[src/rtl/arivec_map.svh]
`ifndef ARIVEC_MAP_SVH
`define ARIVEC_MAP_SVH
// Register byte offsets on the APB bus
`define ARIVEC_OFF_ENABLE   12'h000
`define ARIVEC_OFF_PENDING  12'h004
`define ARIVEC_OFF_VECTOR   12'h008
`define ARIVEC_OFF_CTRL     12'h00c
`define ARIVEC_OFF_SLOT0    12'h040
// Control register field positions
`define ARIVEC_CTRL_OVIE    3
`define ARIVEC_CTRL_TOVIE   2
// Reset values
`define ARIVEC_RST_ENABLE   16'h0000
`define ARIVEC_RST_PENDING  16'h0000
// Vector codes
`define ARIVEC_VEC_NONE     16'h0000
`define ARIVEC_VEC_OVR      16'h0002
`define ARIVEC_VEC_TOV      16'h0004
`define ARIVEC_VEC_SLOT0    16'h0006
`endif

[src/rtl/arivec_pkg.sv]
package arivec_pkg;
  // Bus phase of the APB slave
  typedef enum logic [1:0] {
    ARIVEC_IDLE   = 2'b01,
    ARIVEC_ACCESS = 2'b10
  } arivec_phase_t;
endpackage

[src/rtl/arivec_prio_if.sv]
`timescale 1ns/100ps
// Sources into the priority encoder and the code it returns
interface arivec_prio_if;
  logic        ovr;     // Result overrun pending
  logic        tov;     // Overtime pending
  logic [15:0] slots;   // Enabled slot flags
  logic [15:0] code;    // Vector code
  modport enc (input ovr, tov, slots, output code);
  modport use_side (output ovr, tov, slots, input code);
endinterface

[src/rtl/arivec_prio.sv]
`timescale 1ns/100ps
`include "arivec_map.svh"
// Fixed-priority encoder; purely combinational
module arivec_prio
  import arivec_pkg::*;
(
  arivec_prio_if.enc p
);
  // Code for a slot index
  function automatic logic [15:0] slot_code(input logic [3:0] n);
    slot_code = `ARIVEC_VEC_SLOT0 + {11'h000, n, 1'b0};
  endfunction

  // Overrun first, then overtime, then slot 0 upward
  always_comb begin
    p.code = `ARIVEC_VEC_NONE;
    for (int i = 15; i >= 0; i--) begin
      if (p.slots[i]) begin
        p.code = slot_code(4'(i));
      end
    end
    if (p.tov) begin
      p.code = `ARIVEC_VEC_TOV;
    end
    if (p.ovr) begin
      p.code = `ARIVEC_VEC_OVR;
    end
  end
endmodule

[src/rtl/arivec_top.sv]
`timescale 1ns/100ps
`include "arivec_map.svh"
// What this block does
// - Sixteen slot enable bits mask requests
// - Result load sets slot pending flag
// - Bus access to slot clears flag
// - Software writes zero to clear flag
// - Vector codes none, overrun, overtime
// - Slot n code 6+2n, fixed priority
// - Reset clears enables and flags
// - Overrun requests need enable and global
// - Overtime requests need enable and global
module arivec_top
  import arivec_pkg::*;
(
  input  wire logic        mclk_in,          // Bus clock
  input  wire logic        nrst_in,          // Async reset, active low
  input  wire logic        psel_in,          // APB select
  input  wire logic        penable_in,       // APB enable
  input  wire logic        pwrite_in,        // APB direction
  input  wire logic [11:0] paddr_in,         // APB byte address
  input  wire logic [31:0] pwdata_in,        // APB write data
  output logic      [31:0] prdata_out,       // APB read data
  output logic             pready_out,       // APB ready
  output logic             pslverr_out,      // APB error
  input  wire logic [15:0] slot_load_in,     // Result loaded into slot, pulse
  input  wire logic [15:0] slot_access_in,   // Slot read by converter path, pulse
  input  wire logic        overrun_in,       // Result overrun event, pulse
  input  wire logic        overtime_in,      // Conversion overtime event, pulse
  input  wire logic        global_irq_enable_in, // Core global enable
  output logic             irq_out,          // Combined request
  output logic      [15:0] irq_vector_code_out // Current vector
);
  // All state in one record, registered by a single process.
  // Keeping bus answer, flags and outputs together means the
  // reset branch clears everything at once and no field can be
  // left behind in another process with a different reset.
  // The cost is that every field is copied on every clock,
  // which synthesis trims to plain enables anyway.
  typedef struct packed {
    arivec_phase_t phase;
    logic [15:0]   slot_irq_enable;
    logic [15:0]   slot_pending_flags;
    logic          ovr_flag;
    logic          tov_flag;
    logic          ovie;
    logic          tovie;
    logic [31:0]   rdata;
    logic          ready;
    logic          err;
    logic          irq;
    logic [15:0]   vec;
  } arivec_state_t;

  arivec_state_t st_reg;     // Registered state
  arivec_state_t st_next;    // Next state
  arivec_prio_if prio ();    // Encoder link

  // Hit on one of the sixteen slot words.
  // The slot words hold no data here; the result storage sits
  // in the converter's memory logic. This block only watches
  // the access so that the matching pending flag drops.
  function automatic logic slot_hit(input logic [11:0] a);
    slot_hit = (a >= `ARIVEC_OFF_SLOT0) && (a < `ARIVEC_OFF_SLOT0 + 12'h040);
  endfunction

  logic ovr_live;            // Enabled overrun request
  logic tov_live;            // Enabled overtime request
  logic [15:0] slot_live;    // Enabled slot requests

  // Masking ahead of the encoder; vector reports only what may interrupt.
  // The global enable gates only overrun and overtime; slot flags
  // are masked by their own enable bits alone.
  // Masking before the encoder keeps a disabled source from
  // hiding a lower-priority source that is enabled.
  assign ovr_live  = st_reg.ovr_flag & st_reg.ovie & global_irq_enable_in;
  assign tov_live  = st_reg.tov_flag & st_reg.tovie & global_irq_enable_in;
  assign slot_live = st_reg.slot_pending_flags & st_reg.slot_irq_enable;
  assign prio.ovr   = ovr_live;
  assign prio.tov   = tov_live;
  assign prio.slots = slot_live;

  arivec_prio u_prio (
    .p (prio.enc)
  );

  // Next-state logic.
  // Order inside this process matters: bus effects first, then
  // hardware clears, then hardware sets, so that a set event in
  // the same cycle as a clear always wins and no event is lost.
  // The request and vector outputs are computed from the current
  // flags, so they trail a flag change by one clock.
  always_comb begin
    logic       take;
    logic [3:0] idx;
    logic [15:0] clr;
    logic       vec_rd;
    take   = 1'b0;
    idx    = 4'h0;
    clr    = 16'h0000;
    vec_rd = 1'b0;
    st_next = st_reg;
    st_next.ready = 1'b0;
    st_next.err   = 1'b0;
    st_next.rdata = 32'h0000_0000;
    // Setup cycle answers one cycle later; zero wait access.
    // Ready is raised for the access cycle only; a master that
    // keeps penable high longer is not supported, since the
    // access phase always returns to idle on the next edge.
    unique case (st_reg.phase)
      ARIVEC_IDLE: begin
        if (psel_in && !penable_in) begin
          st_next.phase = ARIVEC_ACCESS;
          st_next.ready = 1'b1;
          take = 1'b1;
        end
      end
      ARIVEC_ACCESS: begin
        st_next.phase = ARIVEC_IDLE;
      end
    endcase
    if (take) begin
      idx = paddr_in[5:2];
      if (slot_hit(paddr_in)) begin
        // Any access to a slot word clears its flag; data lives elsewhere
        clr[idx] = 1'b1;
      end else if (paddr_in == `ARIVEC_OFF_ENABLE) begin
        st_next.rdata = {16'h0000, st_reg.slot_irq_enable};
        if (pwrite_in) begin
          st_next.slot_irq_enable = pwdata_in[15:0];
        end
      end else if (paddr_in == `ARIVEC_OFF_PENDING) begin
        st_next.rdata = {16'h0000, st_reg.slot_pending_flags};
        if (pwrite_in) begin
          st_next.slot_pending_flags = pwdata_in[15:0];
        end
      end else if (paddr_in == `ARIVEC_OFF_VECTOR) begin
        st_next.rdata = {16'h0000, prio.code};
        st_next.err   = pwrite_in;
        vec_rd        = !pwrite_in;
      end else if (paddr_in == `ARIVEC_OFF_CTRL) begin
        st_next.rdata = {28'h0000000, st_reg.ovie, st_reg.tovie, 2'b00};
        if (pwrite_in) begin
          st_next.ovie  = pwdata_in[`ARIVEC_CTRL_OVIE];
          st_next.tovie = pwdata_in[`ARIVEC_CTRL_TOVIE];
        end
      end else begin
        st_next.err = 1'b1; // Unmapped: error, reads zero
      end
    end
    // Reading the vector acknowledges the overrun or overtime source whose code it returns
    if (vec_rd && prio.code == `ARIVEC_VEC_OVR) begin
      st_next.ovr_flag = 1'b0;
    end
    if (vec_rd && prio.code == `ARIVEC_VEC_TOV) begin
      st_next.tov_flag = 1'b0;
    end
    // Load events win over any clear in the same cycle.
    // A software write sets the base value, then a bus slot
    // access or a converter access masks it; a load in that cycle
    // still leaves the flag set, so a fresh result is never
    // silently dropped.
    st_next.slot_pending_flags = (st_next.slot_pending_flags & ~clr & ~slot_access_in)
                                 | slot_load_in;
    if (overrun_in) begin
      st_next.ovr_flag = 1'b1;
    end
    if (overtime_in) begin
      st_next.tov_flag = 1'b1;
    end
    st_next.irq = (prio.code != `ARIVEC_VEC_NONE);
    st_next.vec = prio.code;
  end

  // State register.
  // Asynchronous reset puts every field to its idle value:
  // enables and flags clear, the bus phase returns to idle
  // and all outputs read zero until the first edge after
  // release.
  always_ff @(posedge mclk_in or negedge nrst_in) begin
    if (!nrst_in) begin
      st_reg <= '0;
      st_reg.phase <= ARIVEC_IDLE;
      st_reg.slot_irq_enable    <= `ARIVEC_RST_ENABLE;
      st_reg.slot_pending_flags <= `ARIVEC_RST_PENDING;
    end else begin
      st_reg <= st_next;
    end
  end


  // Outputs straight from the state register; no logic sits
  // between the flops and the pins, so the core sees clean
  // levels with a full cycle of settling time.
  // Read data is zero outside the access cycle.
  assign prdata_out          = st_reg.rdata;
  assign pready_out          = st_reg.ready;
  assign pslverr_out         = st_reg.err;
  assign irq_out             = st_reg.irq;
  assign irq_vector_code_out = st_reg.vec;
endmodule

[config.mk]
export PLATFORM = sky130hd
export DESIGN_NAME = arivec_top
export DESIGN_NICKNAME = d
export VERILOG_FILES = /design/src/rtl/arivec_pkg.sv /design/src/rtl/arivec_prio_if.sv /design/src/rtl/arivec_prio.sv /design/src/rtl/arivec_top.sv
export VERILOG_INCLUDE_DIRS = /design/src /design/src/rtl
export SDC_FILE = /design/constraint.sdc
export NUM_CORES = 1
export LEC_CHECK = 0
export BUFFER_PORTS_ARGS = -buffer_cell sky130_fd_sc_hd__buf_2
export CORE_MARGIN = 1
export CORE_UTILIZATION = 40
export CTS_CLUSTER_DIAMETER = 80
export DETAILED_ROUTE_END_ITERATION = 16
export PLACE_DENSITY = 0.79
export SKIP_LAST_GASP = 1
export SYNTH_ARGS = -nofsm -noshare
export SYNTH_HDL_FRONTEND = slang
export SYNTH_SLANG_ARGS = --single-unit
[constraint.sdc]
create_clock -name mclk_in -period 2.6 [get_ports mclk_in]
set_clock_uncertainty 0.05 [all_clocks]
set_input_delay 0.39 -clock mclk_in [delete_from_list [all_inputs] [get_ports mclk_in]]
set_output_delay 0.39 -clock mclk_in [all_outputs]
set_load 0.02 [all_outputs]
## After elaboration in Yosys (flattened, before gate mapping)

Cells that the tools add are included.
Widths: inputs -> output; s select.

- Flip-flop bits (word level): 89
- Latch bits: 0
- RAM bits: 0
- Bits in read-only memories: 0
- Input bits: 84
- Output and inout port bits: 51
- Word-level logic and storage cells: 104
- Memories: 0

- Add/sub/neg operators: 0
- Multipliers: 0
- Divide/modulo/power cells: 0
- Magnitude comparators: 4
- Equality and inequality tests: 8
- Shift-type cells: 0
- Mux-type cells: 53
- Bitwise operators: 14
- Reduce and logical (&&, ||, !) cells: 13

Operators with widths:

| operator | count |
|---|---|
| $mux 32 | 5 |
| $mux 16 | 7 |
| $mux 6 | 18 |
| $and 16x16->16 | 3 |
| $mux 34 | 1 |
| $not 16->16 | 2 |
| $eq 12x4->1 const B | 2 |
| $mux 1 | 18 |
| $eq 16x2->1 const B | 1 |
| $eq 16x3->1 const B | 1 |
| $or 16x16->16 | 1 |
| $reduce_bool 16->1 | 1 |
| $eq 12x3->1 const B | 1 |
| $ge 12x7->1 const B | 1 |
| $logic_not 12->1 | 1 |
| $lt 12x8->1 const B | 1 |
| $reduce_and 7->1 | 1 |
| $logic_and 1x1->1 | 5 |
| $lt 4x5->1 const B | 1 |
| $and 1x1->1 | 4 |
| $demux 1 s4 | 1 |
| $ge 4x1->1 const B | 1 |
| $mux 2 | 2 |
| $not 1->1 | 4 |
| 7 further kinds | 9 |

## Logic depth before layout (Yosys ltp)

- Word-level depth: 24
- Gate-level depth with buffers: 7

## By module

Synthesis repeated with hierarchy kept, for this count alone.

- Cells, all modules: 443
- Area total of the unflattened synthesis: 4334.2 um^2

By module, submodules not included:

| module | times used | cells an instance | area an instance (um^2) |
|---|---|---|---|
| arivec_top | 1 | 398 | 4055.1 |
| arivec_prio | 1 | 45 | 279.0 |

## Worst setup path before layout

No wires, ideal clock.

- Kind: input port to flip-flop
- Start: input paddr_in[9]
- End: register st_reg[76] (netlist name)
- Data arrival time: 2.246 ns
- Path slack: 0.180 ns
- Cell stages on the path: 6
- Path buffers: 1
- Cells stage by stage: or4_4 > or4_4 > nor2_4 > nand4_4 > buf_6 > mux2_2

- Longest elaborated chain between the ends: 4
- Elaborated cells between the ends (all ways): 6
- Classes of those cells: 2 x order compare; 1 x bitwise; 3 x reduce/logical

RTL lines:

| item | line | RTL |
|---|---|---|
| start: declaration | arivec_top.sv:21 | `input wire logic [11:0] paddr_in,` |
| $ge 12x7->1 (no source line) or $lt 12x8->1 (tied branches) | - |  |
| $logic_and 1x1->1 | arivec_top.sv:64 | `` slot_hit = (a >= `ARIVEC_OFF_SLOT0) && (a < `ARIVEC_OFF_SLOT0 + 12'h040); `` |
| $not 1->1 (no source line) | - |  |
| $reduce_and 4->1 (no source line) (*) | - |  |
| end signal: assignment | arivec_top.sv:187 | `st_reg <= st_next;` |
| end: declaration | arivec_top.sv:55 | `arivec_state_t st_reg;` |

Mark *: on every way between the ends. The rest lies on a longest branch, timed or not.
A chain may end at the register's enable or synchronous reset.

## Worst setup path in the final report

- Start: register st_reg[66] (netlist name)
- End: register st_reg[53] (netlist name)

- Longest elaborated chain between the ends: 18

RTL lines:

| item | line | RTL |
|---|---|---|
| $and 16x16->16 | arivec_top.sv:78 | `assign slot_live = st_reg.slot_pending_flags & st_reg.slot_irq_enable;` |
| $mux 6 (12 in series) | arivec_prio.sv:18 | `if (p.slots[i]) begin` |
| $mux 6 | arivec_prio.sv:22 | `if (p.tov) begin` |
| $mux 6 | arivec_prio.sv:25 | `if (p.ovr) begin` |
| $eq 16x3->1 (no source line) | - |  |
| $logic_and 1x1->1 (no source line) | - |  |
| $reduce_bool 2->1 (no source line) | - |  |

No other way between the ends.

==> reports/metrics.yaml <==
rsz0062_at_grt: "no"
rows: 32
setup_viol: 0
wire_per_inst_um: 15.2
clockBufferDepth: 2
min_path_type: "in2async"
syn_to_final_growth_pct: 21.5
port_buffers: 91
fmax_ghz: 0.414
netlist.top_cell.by_area: "dfrtp_1"
synth-edff-count: 0
grt_usage_pct: 19.9
ys_types: 51
postCtsSetupBuffers: 0
r2r-start: "st_reg[66]$_DFF_PN0_"
ys_async_sr_fraction_pct: 100
end_kind: "flip-flop"
tns_ns: 0
hpwl_um: 6240
crit_type: "reg2reg"
synth_top_family_by_area: "compound AO/OA/AOI/OAI gates"
fp.dieH_um: 93.5
h-tree-depth: 3
vias: 2688
ys_ff_latch: 62
synth_fa_ha_area_share_pct: 0
arrival_ns: 2.60
tightest_slew_ns: 0.647
clk_latency_ns: 0.35
synth_compound_area_share_pct: 17.3
ioPinCount: 135
cts.clk_slew.worst_paths_ns: 0.06
leakage_nw: 2.06
cap_violations: 0
status: "completed"
power_density_nw_per_um2: 534
grt_antenna_before_repair: 0
cts_resized: 0
wl_um: 8010
grt_pass1_vias: 2707
fillers: 735
postSynthAreaPerCell_sq_um: 10.4
fin_crit_sh_pct: 93.0
syn_area_sq_um: 3350
finalHoldViolCount: 0
max_stage_delay_ns: 0.59
cts.sinks: 62
slowest_stage: "or4_1"
dieArea_sq_um: 8740
ir_worst_vdd_mv: 0.225
synth-xor-area-share_pct: 0
fp.dieW_um: 93.5
maxSlewHeadroom_pct: 56.9
grt_max_degree: 35
fin_nets: 503
diodes: 0
cts_buffers: 9
synthFlopType: "dfrtp_1"
crit_fanout: 4
core_sq_um: 7930
root_buffer: "clkbuf_8"
cp.required_ns: 2.79
utilization_pct: 51.3
synth_area_leaders: "dfrtp_1 46%, buf_4 11%, mux2_2 8.1%"
grt_overflow: 0
synth_seq_area_share_pct: 46.4
synthCells: 321
drc: 0
detail-route-antenna-nets: 0
ys_warn_count: 0
synth.area.mux_share_pct: 9.05
synth_top_area_share_pct: 45.6
slew_violations: 0
start_util_pct: 42.2
crit_chain: "a22o_1, or4_1, nor3b_2, o2111a_1, or3b_1, a21o_1"
drt_iter0_drc: 196
critPathLaunchType: "flip-flop"
grt_pass1_wl_um: 13000
dr.pass1.iters: 4
viasPerCell: 5.11
layout_min_cycle_time_ns: 2.42
critPathLaunch: "st_reg[66]$_DFF_PN0_"
synthSimpleGateAreaFrac_pct: 13.5
cts_tree: "done"
ctsHoldBuffers: 0
place_congestion: 0.849
largest_reg_flops: 38
power_w: 0.00217
final_layout_size_suffix_gt1_share_pct: 39.9
==> Yosys cell counts, types with 2 or more instances <==
cell      number
nor3b_1        2
a222oi_1       3
a22o_1         4
o22ai_1        8
a211oi_1       2
nor4_1         2
or4_4          2
a21o_1         3
or4_1          2
a32o_1         3
nand2b_1       2
a22oi_1       16
nor2_4         2
and3_1         2
o41ai_2        2
o31ai_1        9
buf_4         49
clkbuf_1       4
mux2_2        24
o21bai_1       7
nor2b_1        2
o21ai_0        7
nand2_1       13
nand3_1        7
dfrtp_1       61
nor2_1        39
a221oi_1       2
a21oi_1        3
inv_1         16
nand3b_1       2
==> cells by family (layout without fill, tap and decap cells) <==
| logic type | count (synthesis) | after routing |
|---|---|---|
| muxes | 26 | 26 |
| other | 1 | 27 |
| and+or+nand+nor | 86 | 86 |
| DFF | 62 | 62 |
| AOI/OAI and AO/OA | 75 | 75 |
| buffers and inverters | 71 | 148 |
==> worst max-delay path, delay by kind of cell, from the launching register on <==
family | cells | cell delay (ns)
simple gates | 3 | 1.21
flops | 1 | 0.42
compound gates | 3 | 0.65
==> worst paths after layout <==
| check | slack (ns) | end | cells past startpoint |
|---|---|---|---|
| min reg2reg | 0.43 | st_reg[53]$_DFFE_PN0P_ | 1 |
| min in group mclk_in | 0.17 | st_reg[65]$_DFF_PN0_ | 2 |
| max in group asynchronous | 1.83 | st_reg[87]$_DFFE_PN1P_ | 2 |
| max reg2reg | 0.18 | st_reg[53]$_DFFE_PN0P_ | 6 |
| max | 0.18 | st_reg[53]$_DFFE_PN0P_ | 6 |
| min | 0.02 | st_reg[51]$_DFFE_PN0P_ | 1 |
==> power by group <==
| part | switching [W] | leakage (nW) | internal, W | total (W) |
|---|---|---|---|---|
| Clock | 0.000352 | 0.115 | 0.000543 | 0.000895 |
| Combinational | 0.000144 | 1.15 | 0.0000949 | 0.000239 |
| Sequential | 0.0000293 | 0.798 | 0.00101 | 0.00104 |
==> through the flow <==
| step | cell area (sq um) | std cells | setup WS [ns] | hold slack, ns |
|---|---|---|---|---|
| after floorplan | 3440 | 347 | 0.180 | 0.0444 |
| after global placement | 3840 | 510 | 0.0353 | 0.397 |
| after detailed placement | 3840 | 510 | -0.0589 | 0.401 |
| after CTS | 4060 | 526 | 0.108 | 0.0245 |
| after global routing | 4070 | 526 | 0.0747 | 0.0625 |
| final | 4070 | 526 | 0.182 | 0.0202 |
==> layout by cell type, fill, tap and decap left out, types with 4 or more instances in the layout <==
master,instances
inv_1,16
nor2_1,39
o31ai_1,9
a22o_1,4
conb_1,27
buf_4,23
nand2_1,13
a22oi_1,16
clkbuf_8,13
mux2_2,24
o22ai_1,8
o21bai_1,7
dfrtp_1,61
nand3_1,7
o21ai_0,7
buf_2,91
==> routing by layer <==
layer  vias up  part of all wire, %  global-route usage [%]
li1       1284                    -                       -
met1      1250                   42                    25.1
met2       135                   47                    31.6
met3        19                  7.5                    3.82
met4         0                  3.3                    11.9
met5         -                    0                       0
==> final cells by class <==
class / count / area, sq um / area share, %
clock buffer: 13 / 179 / 4.40
tap: 102 / 128 / 3.14
timing repair buffer: 116 / 668 / 16.4
inverter: 16 / 60.1 / 1.48
multi-input combinational: 214 / 1440 / 35.4
sequential: 62 / 1550 / 38.2
clock inverter: 3 / 40.0 / 0.985
Power figures use the tool's default switching activity.
